`config.mk`:
```
export PLATFORM = sky130hd
export DESIGN_NAME = brse_top
export DESIGN_NICKNAME = d
export VERILOG_FILES = /design/src/hdl/brse_pkg.sv /design/src/hdl/brse_timer.sv /design/src/hdl/brse_top.sv
export VERILOG_INCLUDE_DIRS = /design/src /design/src/hdl
export SDC_FILE = /design/constraint.sdc
export NUM_CORES = 1
export LEC_CHECK = 0
export ABC_CLOCK_PERIOD_IN_PS = 3600
export CAP_MARGIN = 20
export CORE_ASPECT_RATIO = 0.8
export CORE_MARGIN = 3
export CORE_UTILIZATION = 55
export DETAILED_ROUTE_END_ITERATION = 8
export DONT_BUFFER_PORTS = 1
export HOLD_SLACK_MARGIN = 0.12
export MAX_ROUTING_LAYER = met4
export PLACE_DENSITY_LB_ADDON = 0.05
export SKIP_LAST_GASP = 1
export SYNTH_ARGS = -nofsm -noshare
export SYNTH_HDL_FRONTEND = slang
export SYNTH_HIERARCHICAL = 1
export SYNTH_SLANG_ARGS = --single-unit
```
`constraint.sdc`:
```
create_clock -name clk_sys -period 3.6 [get_ports clk_sys]
set_clock_uncertainty 0.2 [all_clocks]
set_input_delay 0.36 -clock clk_sys [delete_from_list [all_inputs] [get_ports clk_sys]]
set_output_delay 0.36 -clock clk_sys [all_outputs]
set_load 0.02 [all_outputs]
```
`src/hdl/brse_defines.svh`:
```
// Register addresses, field positions, reset values for the serial ROM checker
`ifndef BRSE_DEFINES_SVH
`define BRSE_DEFINES_SVH
`define BRSE_ADDR_LOG 40'hff00000018
`define BRSE_ADDR_TMO 40'hff00010088
`define BRSE_ERREN_BIT 24
`define BRSE_TIMEVAL_MSB 23
`define BRSE_TIMEVAL_RST 24'h200000
`define BRSE_ERREN_RST 1'b0
`define BRSE_LOG_PAR 1
`define BRSE_LOG_TOUT 0
`define BRSE_TMR_ZERO 24'h000000
`define BRSE_TMR_STEP 24'h000001
`define BRSE_REG_ZERO 64'h0000000000000000
`define BRSE_WORD_ZERO 32'h00000000
`endif

```
`src/hdl/brse_pkg.sv`:
```
// Types shared by the serial ROM error and timeout checker
package brse_pkg;
  typedef logic [31:0] brse_word_t;
  typedef logic [63:0] brse_reg_t;
  typedef logic [39:0] brse_addr_t;
  typedef logic [23:0] brse_count_t;
  typedef enum logic [1:0] {
    BRSE_IDLE = 2'b00,
    BRSE_WAIT = 2'b01
  } brse_state_t;
endpackage

```
`src/hdl/brse_timer.sv`:
```
// Down-counting timeout timer for the one outstanding link transaction
`timescale 1ns/100ps
`default_nettype none
`include "brse_defines.svh"
module brse_timer (
  // Clock and reset
  input wire logic clk_sys,
  input wire logic reset_n,
  // Control
  input wire logic load,
  input wire brse_pkg::brse_count_t reload,
  input wire logic run,
  // Status
  output var brse_pkg::brse_count_t count,
  output logic underflow
);
  import brse_pkg::*;

  // Underflow: a decrement is due while the count already sits at zero
  assign underflow = run && !load && (count == `BRSE_TMR_ZERO);

  // Load on issue, then step down once per cycle while waiting
  always_ff @(posedge clk_sys or negedge reset_n) begin
    if (!reset_n) begin
      count <= `BRSE_TMR_ZERO;
    end else if (load) begin
      count <= reload;
    end else if (run && count != `BRSE_TMR_ZERO) begin
      count <= count - `BRSE_TMR_STEP;
    end
  end

  // Each waiting cycle with the count above zero takes exactly one off the count
  property p_timer_step;
    @(posedge clk_sys) disable iff (!reset_n)
      (run && !load && count != `BRSE_TMR_ZERO) |=>
        (count == $past(count) - `BRSE_TMR_STEP);
  endproperty
  a_timer_step: assert property (p_timer_step)
    else $error("timer did not step down by one");
endmodule
`default_nettype wire

```
`src/hdl/brse_top.sv`:
```
// Serial boot ROM link error and timeout supervisor with its registers
// Function
// - Only one link transaction outstanding at once
// - Load timer from reload, decrement each cycle
// - Timer underflow before completion means timeout
// - Parity on link traffic; odd response errors
// - Parity-errored read returns data, error tagged
// - Timed-out read returns zeros, error tagged
// - Errors raise trap request when enable set
// - Read error tag ignores the enable bit
// - Logging and trap both gated by enable
// - Enable is timeout register bit 24
// - Reload field bits 23:0, reset 200000 hex
// - Log bit 1 parity, write-one clears
// - Log bit 0 timeout, write-one clears
`timescale 1ns/100ps
`default_nettype none
`include "brse_defines.svh"
module brse_top (
  // Clock and reset
  input wire logic clk_sys,
  input wire logic reset_n,
  // Register port
  input wire brse_pkg::brse_addr_t reg_addr,
  input wire brse_pkg::brse_reg_t reg_wdata,
  input wire logic reg_wr,
  input wire logic reg_rd,
  output var brse_pkg::brse_reg_t reg_rdata,
  // Requester side
  input wire logic req_valid,
  input wire logic req_write,
  input wire brse_pkg::brse_word_t req_data,
  output logic req_ready,
  output logic rsp_valid,
  output var brse_pkg::brse_word_t rsp_data,
  output logic rsp_error,
  // Boot ROM link side
  output logic link_req_valid,
  output logic link_req_write,
  output var brse_pkg::brse_word_t link_req_data,
  output logic link_req_parity,
  input wire logic link_rsp_valid,
  input wire brse_pkg::brse_word_t link_rsp_data,
  input wire logic link_rsp_parity,
  // Error interrupt request, interrupt line bit 1
  output logic err_trap
);
  import brse_pkg::*;

  brse_state_t state; // Link transaction state
  logic cur_write; // Outstanding transaction is a write
  logic err_en; // Error logging and trap enable
  brse_count_t time_reload; // Timeout reload value
  logic log_par; // Sticky parity error flag
  logic log_tout; // Sticky timeout flag
  brse_count_t tmr_count; // Timer value, seen by checks
  logic tmr_under; // Timer underflow this cycle
  logic accept; // Request taken this cycle
  logic busy; // A transaction is outstanding
  logic got_rsp; // Response arrives while waiting
  logic par_bad; // Response parity is odd
  logic tout_evt; // Timeout this cycle
  logic par_evt; // Parity error this cycle
  logic wr_tmo; // Write to timeout register
  logic wr_log; // Write to log register

  assign busy = (state == BRSE_WAIT);
  assign accept = req_valid && req_ready;
  assign got_rsp = busy && link_rsp_valid;
  // Data and parity together must sum even; odd means corruption
  assign par_bad = ^{link_rsp_data, link_rsp_parity};
  assign par_evt = got_rsp && par_bad;
  // A response in the underflow cycle still completes the transaction
  assign tout_evt = tmr_under && !link_rsp_valid;
  assign wr_tmo = reg_wr && (reg_addr == `BRSE_ADDR_TMO);
  assign wr_log = reg_wr && (reg_addr == `BRSE_ADDR_LOG);

  // Timeout timer; it only runs while waiting and is reloaded per issue
  brse_timer u_timer (
    .clk_sys(clk_sys),
    .reset_n(reset_n),
    .load(accept),
    .reload(time_reload),
    .run(busy),
    .count(tmr_count),
    .underflow(tmr_under)
  );

  // Transaction state: idle until taken, wait until answer or timeout
  always_ff @(posedge clk_sys or negedge reset_n) begin
    if (!reset_n) begin
      state <= BRSE_IDLE;
      cur_write <= 1'b0;
    end else begin
      case (state)
        BRSE_IDLE: begin
          if (accept) begin
            state <= BRSE_WAIT;
            cur_write <= req_write;
          end
        end
        BRSE_WAIT: begin
          // Completion or timeout discards the timer
          if (got_rsp || tout_evt) begin
            state <= BRSE_IDLE;
          end
        end
        default: begin
          state <= BRSE_IDLE;
        end
      endcase
    end
  end

  // Ready only when idle and not just taking a request
  always_ff @(posedge clk_sys or negedge reset_n) begin
    if (!reset_n) begin
      req_ready <= 1'b0;
    end else if (accept) begin
      req_ready <= 1'b0;
    end else if (busy && (got_rsp || tout_evt)) begin
      req_ready <= 1'b1;
    end else if (state == BRSE_IDLE) begin
      req_ready <= 1'b1;
    end
  end

  // Issue onto the link with even parity over the data
  always_ff @(posedge clk_sys or negedge reset_n) begin
    if (!reset_n) begin
      link_req_valid <= 1'b0;
      link_req_write <= 1'b0;
      link_req_data <= `BRSE_WORD_ZERO;
      link_req_parity <= 1'b0;
    end else begin
      link_req_valid <= accept;
      if (accept) begin
        link_req_write <= req_write;
        link_req_data <= req_data;
        link_req_parity <= ^req_data;
      end
    end
  end

  // Answer to requester; reads carry an error tag whatever the enable
  always_ff @(posedge clk_sys or negedge reset_n) begin
    if (!reset_n) begin
      rsp_valid <= 1'b0;
      rsp_data <= `BRSE_WORD_ZERO;
      rsp_error <= 1'b0;
    end else begin
      rsp_valid <= got_rsp || tout_evt;
      if (got_rsp) begin
        // Corrupt read data is still handed back, only tagged
        rsp_data <= cur_write ? `BRSE_WORD_ZERO : link_rsp_data;
        rsp_error <= par_bad && !cur_write;
      end else if (tout_evt) begin
        // Zeros on a timed-out fetch tend to trap as illegal opcode
        rsp_data <= `BRSE_WORD_ZERO;
        rsp_error <= !cur_write;
      end else begin
        rsp_error <= 1'b0;
      end
    end
  end

  // Error trap request pulse, only with the enable set
  always_ff @(posedge clk_sys or negedge reset_n) begin
    if (!reset_n) begin
      err_trap <= 1'b0;
    end else begin
      err_trap <= err_en && (par_evt || tout_evt);
    end
  end

  // Timeout control register: enable and reload value
  always_ff @(posedge clk_sys or negedge reset_n) begin
    if (!reset_n) begin
      err_en <= `BRSE_ERREN_RST;
      time_reload <= `BRSE_TIMEVAL_RST;
    end else if (wr_tmo) begin
      err_en <= reg_wdata[`BRSE_ERREN_BIT];
      time_reload <= reg_wdata[`BRSE_TIMEVAL_MSB:0];
    end
  end

  // Sticky log flags; a new event beats a same-cycle clear
  always_ff @(posedge clk_sys or negedge reset_n) begin
    if (!reset_n) begin
      log_par <= 1'b0;
      log_tout <= 1'b0;
    end else begin
      if (err_en && par_evt) begin
        log_par <= 1'b1;
      end else if (wr_log && reg_wdata[`BRSE_LOG_PAR]) begin
        log_par <= 1'b0;
      end
      if (err_en && tout_evt) begin
        log_tout <= 1'b1;
      end else if (wr_log && reg_wdata[`BRSE_LOG_TOUT]) begin
        log_tout <= 1'b0;
      end
    end
  end

  // Read data one cycle after the strobe; reserved bits and holes read 0
  always_ff @(posedge clk_sys or negedge reset_n) begin
    if (!reset_n) begin
      reg_rdata <= `BRSE_REG_ZERO;
    end else if (!reg_rd) begin
      reg_rdata <= `BRSE_REG_ZERO;
    end else if (reg_addr == `BRSE_ADDR_TMO) begin
      reg_rdata <= `BRSE_REG_ZERO;
      reg_rdata[`BRSE_ERREN_BIT] <= err_en;
      reg_rdata[`BRSE_TIMEVAL_MSB:0] <= time_reload;
    end else if (reg_addr == `BRSE_ADDR_LOG) begin
      reg_rdata <= `BRSE_REG_ZERO;
      reg_rdata[`BRSE_LOG_PAR] <= log_par;
      reg_rdata[`BRSE_LOG_TOUT] <= log_tout;
    end else begin
      reg_rdata <= `BRSE_REG_ZERO;
    end
  end

  // A taken request closes the door until the answer
  property p_single;
    @(posedge clk_sys) disable iff (!reset_n)
      accept |=> (!req_ready && busy);
  endproperty
  a_single: assert property (p_single)
    else $error("second transaction could be taken");

  // Timer starts from the programmed reload value
  property p_load;
    @(posedge clk_sys) disable iff (!reset_n)
      accept |=> (tmr_count == $past(time_reload));
  endproperty
  a_load: assert property (p_load)
    else $error("timer not loaded from reload field");

  // Underflow without answer ends the wait with an answer
  property p_timeout;
    @(posedge clk_sys) disable iff (!reset_n)
      (busy && tmr_under && !link_rsp_valid) |=>
        (rsp_valid && state == BRSE_IDLE);
  endproperty
  a_timeout: assert property (p_timeout)
    else $error("timeout did not complete transaction");

  // Bad-parity read returns the received word tagged
  property p_par_read;
    @(posedge clk_sys) disable iff (!reset_n)
      (par_evt && !cur_write) |=>
        (rsp_valid && rsp_error && rsp_data == $past(link_rsp_data));
  endproperty
  a_par_read: assert property (p_par_read)
    else $error("parity read not returned with tag");

  // Timed-out read returns zeros tagged
  property p_tout_read;
    @(posedge clk_sys) disable iff (!reset_n)
      (tout_evt && !cur_write) |=>
        (rsp_error && rsp_data == `BRSE_WORD_ZERO);
  endproperty
  a_tout_read: assert property (p_tout_read)
    else $error("timed out read not zero with tag");

  // No trap while the enable is clear
  property p_trap_gate;
    @(posedge clk_sys) disable iff (!reset_n)
      err_trap |-> $past(err_en);
  endproperty
  a_trap_gate: assert property (p_trap_gate)
    else $error("trap raised with enable clear");

  // Any error with enable set gives a trap next cycle
  property p_trap;
    @(posedge clk_sys) disable iff (!reset_n)
      (err_en && (par_evt || tout_evt)) |=> err_trap;
  endproperty
  a_trap: assert property (p_trap)
    else $error("missing error trap");

  // Enabled parity error leaves the flag set
  property p_log_par;
    @(posedge clk_sys) disable iff (!reset_n)
      (err_en && par_evt) |=> log_par;
  endproperty
  a_log_par: assert property (p_log_par)
    else $error("parity flag not set");

  // Enabled timeout leaves the flag set
  property p_log_tout;
    @(posedge clk_sys) disable iff (!reset_n)
      (err_en && tout_evt) |=> log_tout;
  endproperty
  a_log_tout: assert property (p_log_tout)
    else $error("timeout flag not set");
endmodule
`default_nettype wire

```
==> results_dict.tcl, run 1 <==
set metrics [dict create \
    status "complete, but fails checks" \
    violations "hold timing" \
    drv_cap 0 \
    synth_area_sq_um 7110 \
    ys_seq_area_frac 0.525 \
    ant_nets 0 \
    clk-insertion-delay-late_ns 0.42 \
    ir_drop_uv 436 \
    row_count 36 \
    dp_cells 722 \
    die-area_sq_um 14300 \
    grt_pass1_wl_um 27500 \
    cp_max_fo 34 \
    drv_slew 0 \
    post-route-util 0.698 \
    path_buf_inv 1 \
    p_per_area_nw_per_um2 784 \
    viasPerCell 5.57 \
    swShare 0.379 \
    worst_slack_ns 0.614 \
    drc 0 \
    hold_viol_final 149 \
    fmax_ghz 0.335 \
    rsz0062_at_grt "no" \
    h-tree-depth 4 \
    layout_min_cycle_time_ns 2.99 \
    cts_tree "done" \
    dr.first_iter.drc_count 243 \
    antenna_cells 0 \
    dr_total_vias 4714 \
    cp_cell_sequence "or4_1 > nor2_2 > nand3_1 > nor3b_1 > nor2b_1 > a21oi_2 > buf_4 > a22o_1" \
    clk_pin_slew_ns 0.06 \
    power_w 0.00678 \
    cts.sinks 149 \
    cp_top_family "simple AND/OR/NAND/NOR gates" \
    drive_gt1_frac 0.175 \
    place.gp.congestion 0.787 \
    antenna_found_initial 0 \
    wl_per_cell_um 21.1 \
    grt_pass1_vias 5019 \
    area_growth_pct 21.6 \
    finalCritPeriodShare 0.829 \
    dpl_worst_slack_ns 0.672 \
    worstMarginPinSlew_ns 0.893 \
    cts_buffers 17 \
    slowest_stage "or4_1" \
    cts_hold_buf 93 \
    cp.arrival_ns 3.08 \
    io_pins 311 \
    internal-power_w 0.00421 \
    switchingPower_w 0.00257 \
    drtPass1Iterations 4 \
    hold_path_class "in -> async" \
    hold_ws_ns -0.567 \
    cp-start-kind "flip-flop" \
    synth_cells 573 \
    yosysWarnings 6 \
    synthFlopType "dfrtp_1" \
    p_leak_nw 3.96 \
    totalWireLength_um 17900 \
    grt-ovfl-total 0 \
    synth_edf_count 0 \
    endpoint_kind "flip-flop" \
    async_flop_share 1.00 \
    synth_cell_types 63 \
    grt_max_degree 150 \
    yosys_register_bits 149 \
    die_height_um 108 \
    worstPathRequired_ns 3.70 \
    combPwrFrac 0.281 \
    critPathKind "reg -> reg" \
    start_util 0.574 \
    io_buffers 0 \
    final_cells 847 \
    clkPwrFrac 0.262 \
    dp_hpwl_um 11400 \
    finalSetupViolCount 0 \
    slowest_delay_ns 0.67 \
    slew_headroom 0.403 \
    grt_use_total 0.257 \
    cts_buffer_depth 2 \
    syn_avg_cell_area_sq_um 12.4 \
    nets 842 \
    die-width_um 133 \
    pwr-share-seq 0.457 \
    finalSetupTns_ns 0 \
    core_area_sq_um 12400 \
    ctsRootBufferMaster "clkbuf_16" \
]
## cells in the final DEF, fill, tap and decap left out, types with 4 or more instances in the layout
master,n
dfrtp_1,148
dlygate4sd3_1,93
xnor2_1,65
mux2_2,45
conb_1,39
a22o_1,33
nand2_1,27
and3_1,26
mux2_4,20
clkbuf_16,17
xor2_1,16
o21ai_0,14
nor2_1,8
inv_1,8
buf_4,7
nor4_1,5
nor4b_1,5
nand4_1,5
nand3_1,5
nor3_1,5
o21ai_1,5
or4_1,4
a31oi_1,4
a211oi_1,4
## what timing repair did
action | in CTS | in global routing
endpoints found under the setup margin | 0 | 0
endpoints found under the hold margin | 246 | 149
buffers inserted | 0 | 0
gates resized for setup | 0 | 0
## state kept, by name (all words and copies together), names as in the netlist
name             flops
log_tout             1
rsp_error            1
link_req_valid       1
rsp_valid            1
link_req_data       32
req_ready            1
err_en               1
link_req_write       1
reg_rdata           25
u_timer/count       24
time_reload         24
cur_write            1
link_req_parity      1
rsp_data            32
log_par              1
state                1
err_trap             1
## cell type report
type	instances	area, sq um
timing repair buffer	101	1010
clock inverter	9	128
inverter	8	30.0
multi-input combinational	387	3070
clock buffer	22	464
fill	910	3740
tap	171	214
sequential	149	3730
## cell usage after synthesis (2+ instances only)
library cell  count  area [sq um]
o21ai_1           5          25.0
nor2_1            8          30.0
or4_4             2          22.5
buf_4            41           308
a21oi_1           2          10.0
inv_1             8          30.0
clkbuf_1         17          63.8
a31oi_1           4          25.0
a22oi_1           2          15.0
xor2_1           16           140
nor4_2            3          37.5
nor3_1            6          30.0
buf_1             2          7.51
a211oi_1          4          30.0
mux2_4           20           300
nand3b_1          2          15.0
dfrtp_1         148          3700
and3_1           26           163
or3_1             3          18.8
mux2_2           45           507
buf_2             4          20.0
o21ai_0          14          70.1
nand2_1          27           101
or4_1             4          30.0
nor2b_1           3          18.8
buf_6             2          22.5
nor4_1            5          31.3
nand3_1           5          25.0
nand4_1           5          31.3
o2bb2ai_1         2          17.5
nand4b_1          2          17.5
nand2b_1          2          12.5
a22o_1           33           289
xnor2_1          65           569
nor3_2            2          20.0
nor4b_1           5          43.8
nor3b_1           2          15.0
ha_1              2          25.0
## layer usage
layer,up-vias,wire length (um),GRT usage
li1,2126,-,-
met1,2331,7190,0.302
met2,230,9010,0.425
met3,27,1400,0.0776
met4,0,303,0.0874
met5,-,0,-
## worst register-to-register path: stages (launching register included)
cell,delay (ns)
dfrtp_1,0.41
or4_1,0.67
nor2_2,0.29
nand3_1,0.16
nor3b_1,0.20
nor2b_1,0.30
a21oi_2,0.05
buf_4,0.27
a22o_1,0.30
## stage by stage
| stage | cell area, sq um | hold slack [ns] |
|---|---|---|
| finish | 8650 | -0.567 |
| global route | 8650 | -0.595 |
| CTS | 8620 | -0.582 |
| detailed placement | 7100 | -0.132 |
| global placement | 7100 | -0.132 |
| floorplan | 7250 | -0.136 |
## power groups by stage
stage / logic [W] / clock network (W) / registers, W
finish: 0.00190 / 0.00178 / 0.00310
global route: 0.00210 / 0.00190 / 0.00316
CTS: 0.00187 / 0.00181 / 0.00308
detailed placement: 0.00177 / 0 / 0.00311
global placement: 0.00171 / 0 / 0.00309
floorplan: 0.00157 / 0 / 0.00294
## final timing paths
path                                    to  cells after the start             start  slack (ns)
max                           rsp_data[24]                      8  u_timer/count[6]        0.61
min                          reg_rdata[16]                      0           reset_n       -0.57
max reg2reg                   rsp_data[24]                      8  u_timer/count[6]        0.61
min reg2reg                        log_par                      1           log_par        0.30
max in group asynchronous  time_reload[21]                      0           reset_n        3.56
min in group clk_sys               log_par                      4       reg_addr[7]        0.15
## kinds of logic (layout without fill, tap and decap cells)
logic type | after synthesis | after routing | share of synthesized area
flip-flops | 149 | 149 | 0.525
AND/OR/NAND/NOR | 122 | 122 | 0.107
XOR/XNOR | 82 | 82 | 0.103
AO/OA/AOI/OAI | 77 | 77 | 0.0829
buffers and inverters | 75 | 140 | 0.0648
multiplexers | 65 | 65 | 0.114
adder cells (fa/ha/maj) | 2 | 2 | 0.00352
other | 1 | 39 | 0.000527
No activity file was read; power rests on OpenSTA's default activity.
==> inputs of run 2 (changes only) <==
ABC_CLOCK_PERIOD_IN_PS = 2450   (was 3600)
clock period = 2.45 ns   (was 3.6 ns; I/O delays follow)
==> run 2 against run 1 <==
The run still ends with hold timing left. Via count is 2.4% higher. Sequential share of layout area decreased by 2.0 points. Total power is 58% higher. Worst setup slack got worse by 0.56 ns. Fmax rose by 25%. First-iteration DRC count grew 4.9%. Wire length increased by 4.7%. Utilization rose by 3.3 points. Flip-flop and latch count unchanged. Register-to-register slack worse by 0.56 ns. Critical endpoint is now rsp_data[19]. Highest routed layer unchanged.
==> results_dict.tcl, run 2 (synthesis results as in run 1) <==
set metrics [dict create \
    status "complete, but fails checks" \
    violations "hold timing" \
    area_growth_pct 27.5 \
    dpl_worst_slack_ns -0.00964 \
    die-area_sq_um 14300 \
    final_cell_mix "147 x dfrtp_1, 97 x dlygate4sd3_1, 65 x xnor2_1, 45 x mux2_2, 39 x conb_1" \
    nets 870 \
    finalCritPeriodShare 0.979 \
    ant_nets 0 \
    reg2reg_slack_ns 0.05 \
    grt-ovfl-total 0 \
    dp_hpwl_um 11500 \
    r2r_start "u_timer/count[11]" \
    cp-start-kind "flip-flop" \
    grt_use_total 0.260 \
    p_leak_nw 4.18 \
    drv_slew 0 \
    worst_slack_ns 0.0519 \
    cts_buffer_depth 2 \
    layout_commonest_cell "dfrtp_1" \
    totalWireLength_um 18700 \
    final_cells 874 \
    cts_hold_buf 97 \
    cts.sinks 149 \
    finalInstanceArea_sq_um 9060 \
    hold_viol_final 149 \
    viasPerCell 5.53 \
    cts_buffers 17 \
    worstRegToRegCells 8 \
    grt_pass1_vias 5140 \
    layout_min_cycle_time_ns 2.40 \
    top_regs "link_req_data x32, rsp_data x32, reg_rdata x25" \
    fmax_ghz 0.417 \
    dp_cells 738 \
    ir_drop_uv 598 \
    worstPathRequired_ns 2.55 \
    r2r_end "rsp_data[19]" \
    grt_max_degree 150 \
    h-tree-depth 4 \
    wl_per_cell_um 21.4 \
    drc 0 \
    power_w 0.0107 \
    clk-insertion-delay-late_ns 0.43 \
    dr.first_iter.drc_count 255 \
    slew_headroom 0.654 \
    hold_ws_ns -0.688 \
    cts_tree "done" \
    start_util 0.574 \
    rsz0062_at_grt "yes" \
    drtPass1Iterations 4 \
    critPathKind "reg -> reg" \
    p_per_area_nw_per_um2 1180 \
    antenna_found_initial 0 \
    ctsRootBufferMaster "clkbuf_16" \
    row_count 36 \
    die_height_um 108 \
    die-width_um 133 \
    worstMarginPinSlew_ns 0.514 \
    finalSetupViolCount 0 \
    grt_pass1_wl_um 27800 \
    hold_path_class "in -> async" \
    dr_total_vias 4829 \
    cp.arrival_ns 2.50 \
    antenna_cells 0 \
    postPlaceCellArea_sq_um 7280 \
    core_area_sq_um 12400 \
    io_buffers 0 \
    drive_gt1_frac 0.219 \
    place.gp.congestion 0.789 \
    io_pins 311 \
    drv_cap 0 \
    cp_max_fo 6 \
    clk_pin_slew_ns 0.06 \
    endpoint_kind "flip-flop" \
]
==> run 2: report_power, final <==
group / leakage (nW) / internal (W) / switching (W)
clock: 0.295 / 0.00182 / 0.000975
combinational: 1.94 / 0.00171 / 0.00168
sequential: 1.94 / 0.00319 / 0.00135
==> run 2: what timing repair did <==
action | CTS | global route
pin swaps | 0 | 25
endpoints found under the setup margin | 32 | 39
hold endpoints to repair | 249 | 149
gates resized for setup | 1 | 9
cloned | 0 | 5
buffers inserted | 0 | 4
==> run 2: layer usage <==
metal	part of all wire	track usage
met1	0.39	0.310
met2	0.51	0.420
met3	0.080	0.0850
met4	0.018	0.0910
met5	0	-
==> run 2: critical path, cell delays in order (launching register included) <==
cell     delay (ns)
dfrtp_1        0.39
or4_4          0.57
nor2_4         0.12
nand3_2        0.10
nor3b_2        0.18
nor2b_4        0.20
a21oi_4        0.09
buf_12         0.17
a22o_1         0.24
==> run 2: per-stage QoR <==
stage / TNS, ns / util
floorplan: 0 / -
global placement: 0 / 0.588
detailed placement: -0.0497 / 0.588
CTS: 0 / 0.718
global route: -0.450 / 0.732
finish: 0 / 0.732
==> run 2: final cells by class <==
class / instances / area (sq um)
Fill cell: 795 / 3330
Inverter: 8 / 30.0
Clock inverter: 9 / 178
Multi-Input combinational cell: 387 / 3160
Clock buffer: 21 / 450
Sequential cell: 149 / 3730
Timing Repair Buffer: 129 / 1300
Tap cell: 171 / 214
==> run 2: worst max-delay path by stage <==
| stage | start | endpoint | slack, ns | cells past startpoint |
|---|---|---|---|---|
| final | u_timer/count[11] | rsp_data[19] | 0.05 | 8 |
| after global routing | u_timer/count[1] | rsp_data[4] | -0.03 | 10 |
| after detailed placement | u_timer/count[10] | rsp_data[8] | -0.01 | 8 |
| after CTS | u_timer/count[10] | rsp_data[8] | 0.01 | 8 |
| after floorplan | u_timer/count[0] | rsp_data[0] | 0.004 | 12 |
| after global placement | u_timer/count[10] | rsp_data[20] | 0.06 | 8 |
==> inputs of run 3 (changes only) <==
PLACE_DENSITY = 0.69   (was not set)
PLACE_DENSITY_LB_ADDON = not set   (was 0.05)
==> run 3 against run 2 <==
The flow still finishes with violations (hold timing). Combinational power shrank 5%. Register-to-register slack is essentially flat. Cell area shrank 1.9%. First-iteration DRC count grew 5.5%. Flip-flop and latch count is the same. Global-route usage is essentially flat. Wire length shrank 2.8%. Sequential share of layout area grew 0.82 points. Non-clock buffer count shrank 9. Total power shrank 3.3%. Utilization shrank 1.4 points. Count of clock-buffer cells in the layout grew 1. Critical path type unchanged. Critical endpoint is now rsp_data[2].
==> results_dict.tcl, run 3 (synthesis results as in run 1) <==
set metrics [dict create \
    status "complete, but fails checks" \
    violations "hold timing" \
    wl_per_cell_um 21.0 \
    postPlaceCellArea_sq_um 7260 \
    cp_cell_sequence "or4_4 > nor2_4 > nand3_2 > nor3b_2 > nor2b_4 > a21oi_2 > buf_12 > a22o_1" \
    grt_use_total 0.260 \
    slowest_stage "or4_4" \
    critPathKind "reg -> reg" \
    cp-start-kind "flip-flop" \
    area_growth_pct 25.0 \
    grt_max_degree 150 \
    ir_drop_uv 703 \
    finalSetupViolCount 0 \
    totalWireLength_um 18200 \
    dp_hpwl_um 11500 \
    layout_min_cycle_time_ns 2.41 \
    cts_buffers 17 \
    ant_nets 0 \
    endpoint_kind "flip-flop" \
    multi_input_area_sq_um 3160 \
    clk-insertion-delay-late_ns 0.42 \
    die-area_sq_um 14300 \
    drc 0 \
    drv_slew 0 \
    start_util 0.574 \
    drive_gt1_frac 0.213 \
    place.gp.congestion 0.805 \
    r2r_start "u_timer/count[8]" \
    grt_pass1_vias 5119 \
    cts_tree "done" \
    finalInstanceArea_sq_um 8880 \
    top_regs "link_req_data x32, rsp_data x32, reg_rdata x25" \
    hold_viol_final 149 \
    nets 861 \
    dr_wl_met2_um 9240 \
    grt_pass1_wl_um 27900 \
    finalCritPeriodShare 0.985 \
    cp-startpoint "u_timer/count[8]" \
    highest_layer "met4" \
    wl_met3_um 1400 \
    clk_pin_slew_ns 0.06 \
    core_area_sq_um 12400 \
    io_buffers 0 \
    die-width_um 133 \
    antenna_cells 0 \
    n_fill_cell 848 \
    p_per_area_nw_per_um2 1170 \
    io_pins 311 \
    row_count 36 \
    hold_path_class "in -> async" \
    post-route-util 0.717 \
    drv_cap 0 \
    dr_total_vias 4900 \
    die_height_um 108 \
    viasPerCell 5.66 \
    cp_max_fo 34 \
    layout_commonest_cell "dfrtp_1" \
    hold_ws_ns -0.679 \
    fmax_ghz 0.414 \
    cp.arrival_ns 2.50 \
    final_cell_mix "147 x dfrtp_1, 96 x dlygate4sd3_1, 65 x xnor2_1, 45 x mux2_2, 39 x conb_1" \
    grt-ovfl-total 0 \
    antenna_found_initial 0 \
    ctsRootBufferMaster "clkbuf_16" \
    p_leak_nw 4.09 \
    drt-met1-wl_um 7170 \
    cts_buffer_depth 2 \
    slowest_delay_ns 0.59 \
    ff_latch_area_sq_um 3730 \
    dr.first_iter.drc_count 269 \
    h-tree-depth 4 \
    drtPass1Iterations 4 \
    rsz0062_at_grt "yes" \
    cts.sinks 149 \
    worstPathRequired_ns 2.54 \
]
==> run 3: per-layer routing <==
metal,vias up,global-route usage
met3,35,0.0785
met4,0,0.0977
met5,-,-
met2,231,0.434
li1,2167,-
met1,2467,0.298
==> run 3: cell type report <==
cell class | instances | area share
well taps | 171 | 0.0241
multi-input cells | 387 | 0.355
repair buffers | 120 | 0.130
flip-flops and latches | 149 | 0.420
inverters | 8 | 0.00338
clock inverters | 9 | 0.0142
clock buffers | 22 | 0.0534
==> run 3: critical path, delay by kind of cell, from the launching register on <==
family | cells | cell delay, ns
and+or+nand+nor | 5 | 1.20
AOI/OAI and AO/OA | 2 | 0.32
buffers and inverters | 1 | 0.18
DFF | 1 | 0.38
==> run 3: what timing repair did <==
item	CTS	global route
setup endpoints to repair	23	41
pin swaps	0	3
setup buffers	0	3
endpoints found under the hold margin	249	152
hold buffers	95	2
resized for setup	1	7
cloned	0	0
==> run 3: path summary, 6_finish.rpt <==
check	endpoint	slack, ns	cells after the start
min	reg_rdata[16]	-0.68	0
max reg2reg	rsp_data[2]	0.04	8
max	rsp_data[2]	0.04	8
max in group asynchronous	time_reload[21]	2.52	0
min in group clk_sys	link_req_valid	0.14	3
min reg2reg	log_tout	0.30	1
==> run 3: power by group <==
group,internal [W],switching (W),total (W)
combinational,0.00160,0.00161,0.00321
clock,0.00167,0.000966,0.00264
sequential,0.00319,0.00132,0.00451
==> run 3: through the flow <==
stage	TNS, ns	instances	total power, W	worst slack [ns]
after global placement	0	736	0.00729	0.0538
after global routing	-0.0293	866	0.0109	-0.0165
after detailed placement	-0.0371	736	0.00742	-0.0118
after CTS	0	862	0.0102	0.00672
after floorplan	0	611	0.00680	0.00439
final	0	866	0.0104	0.0371
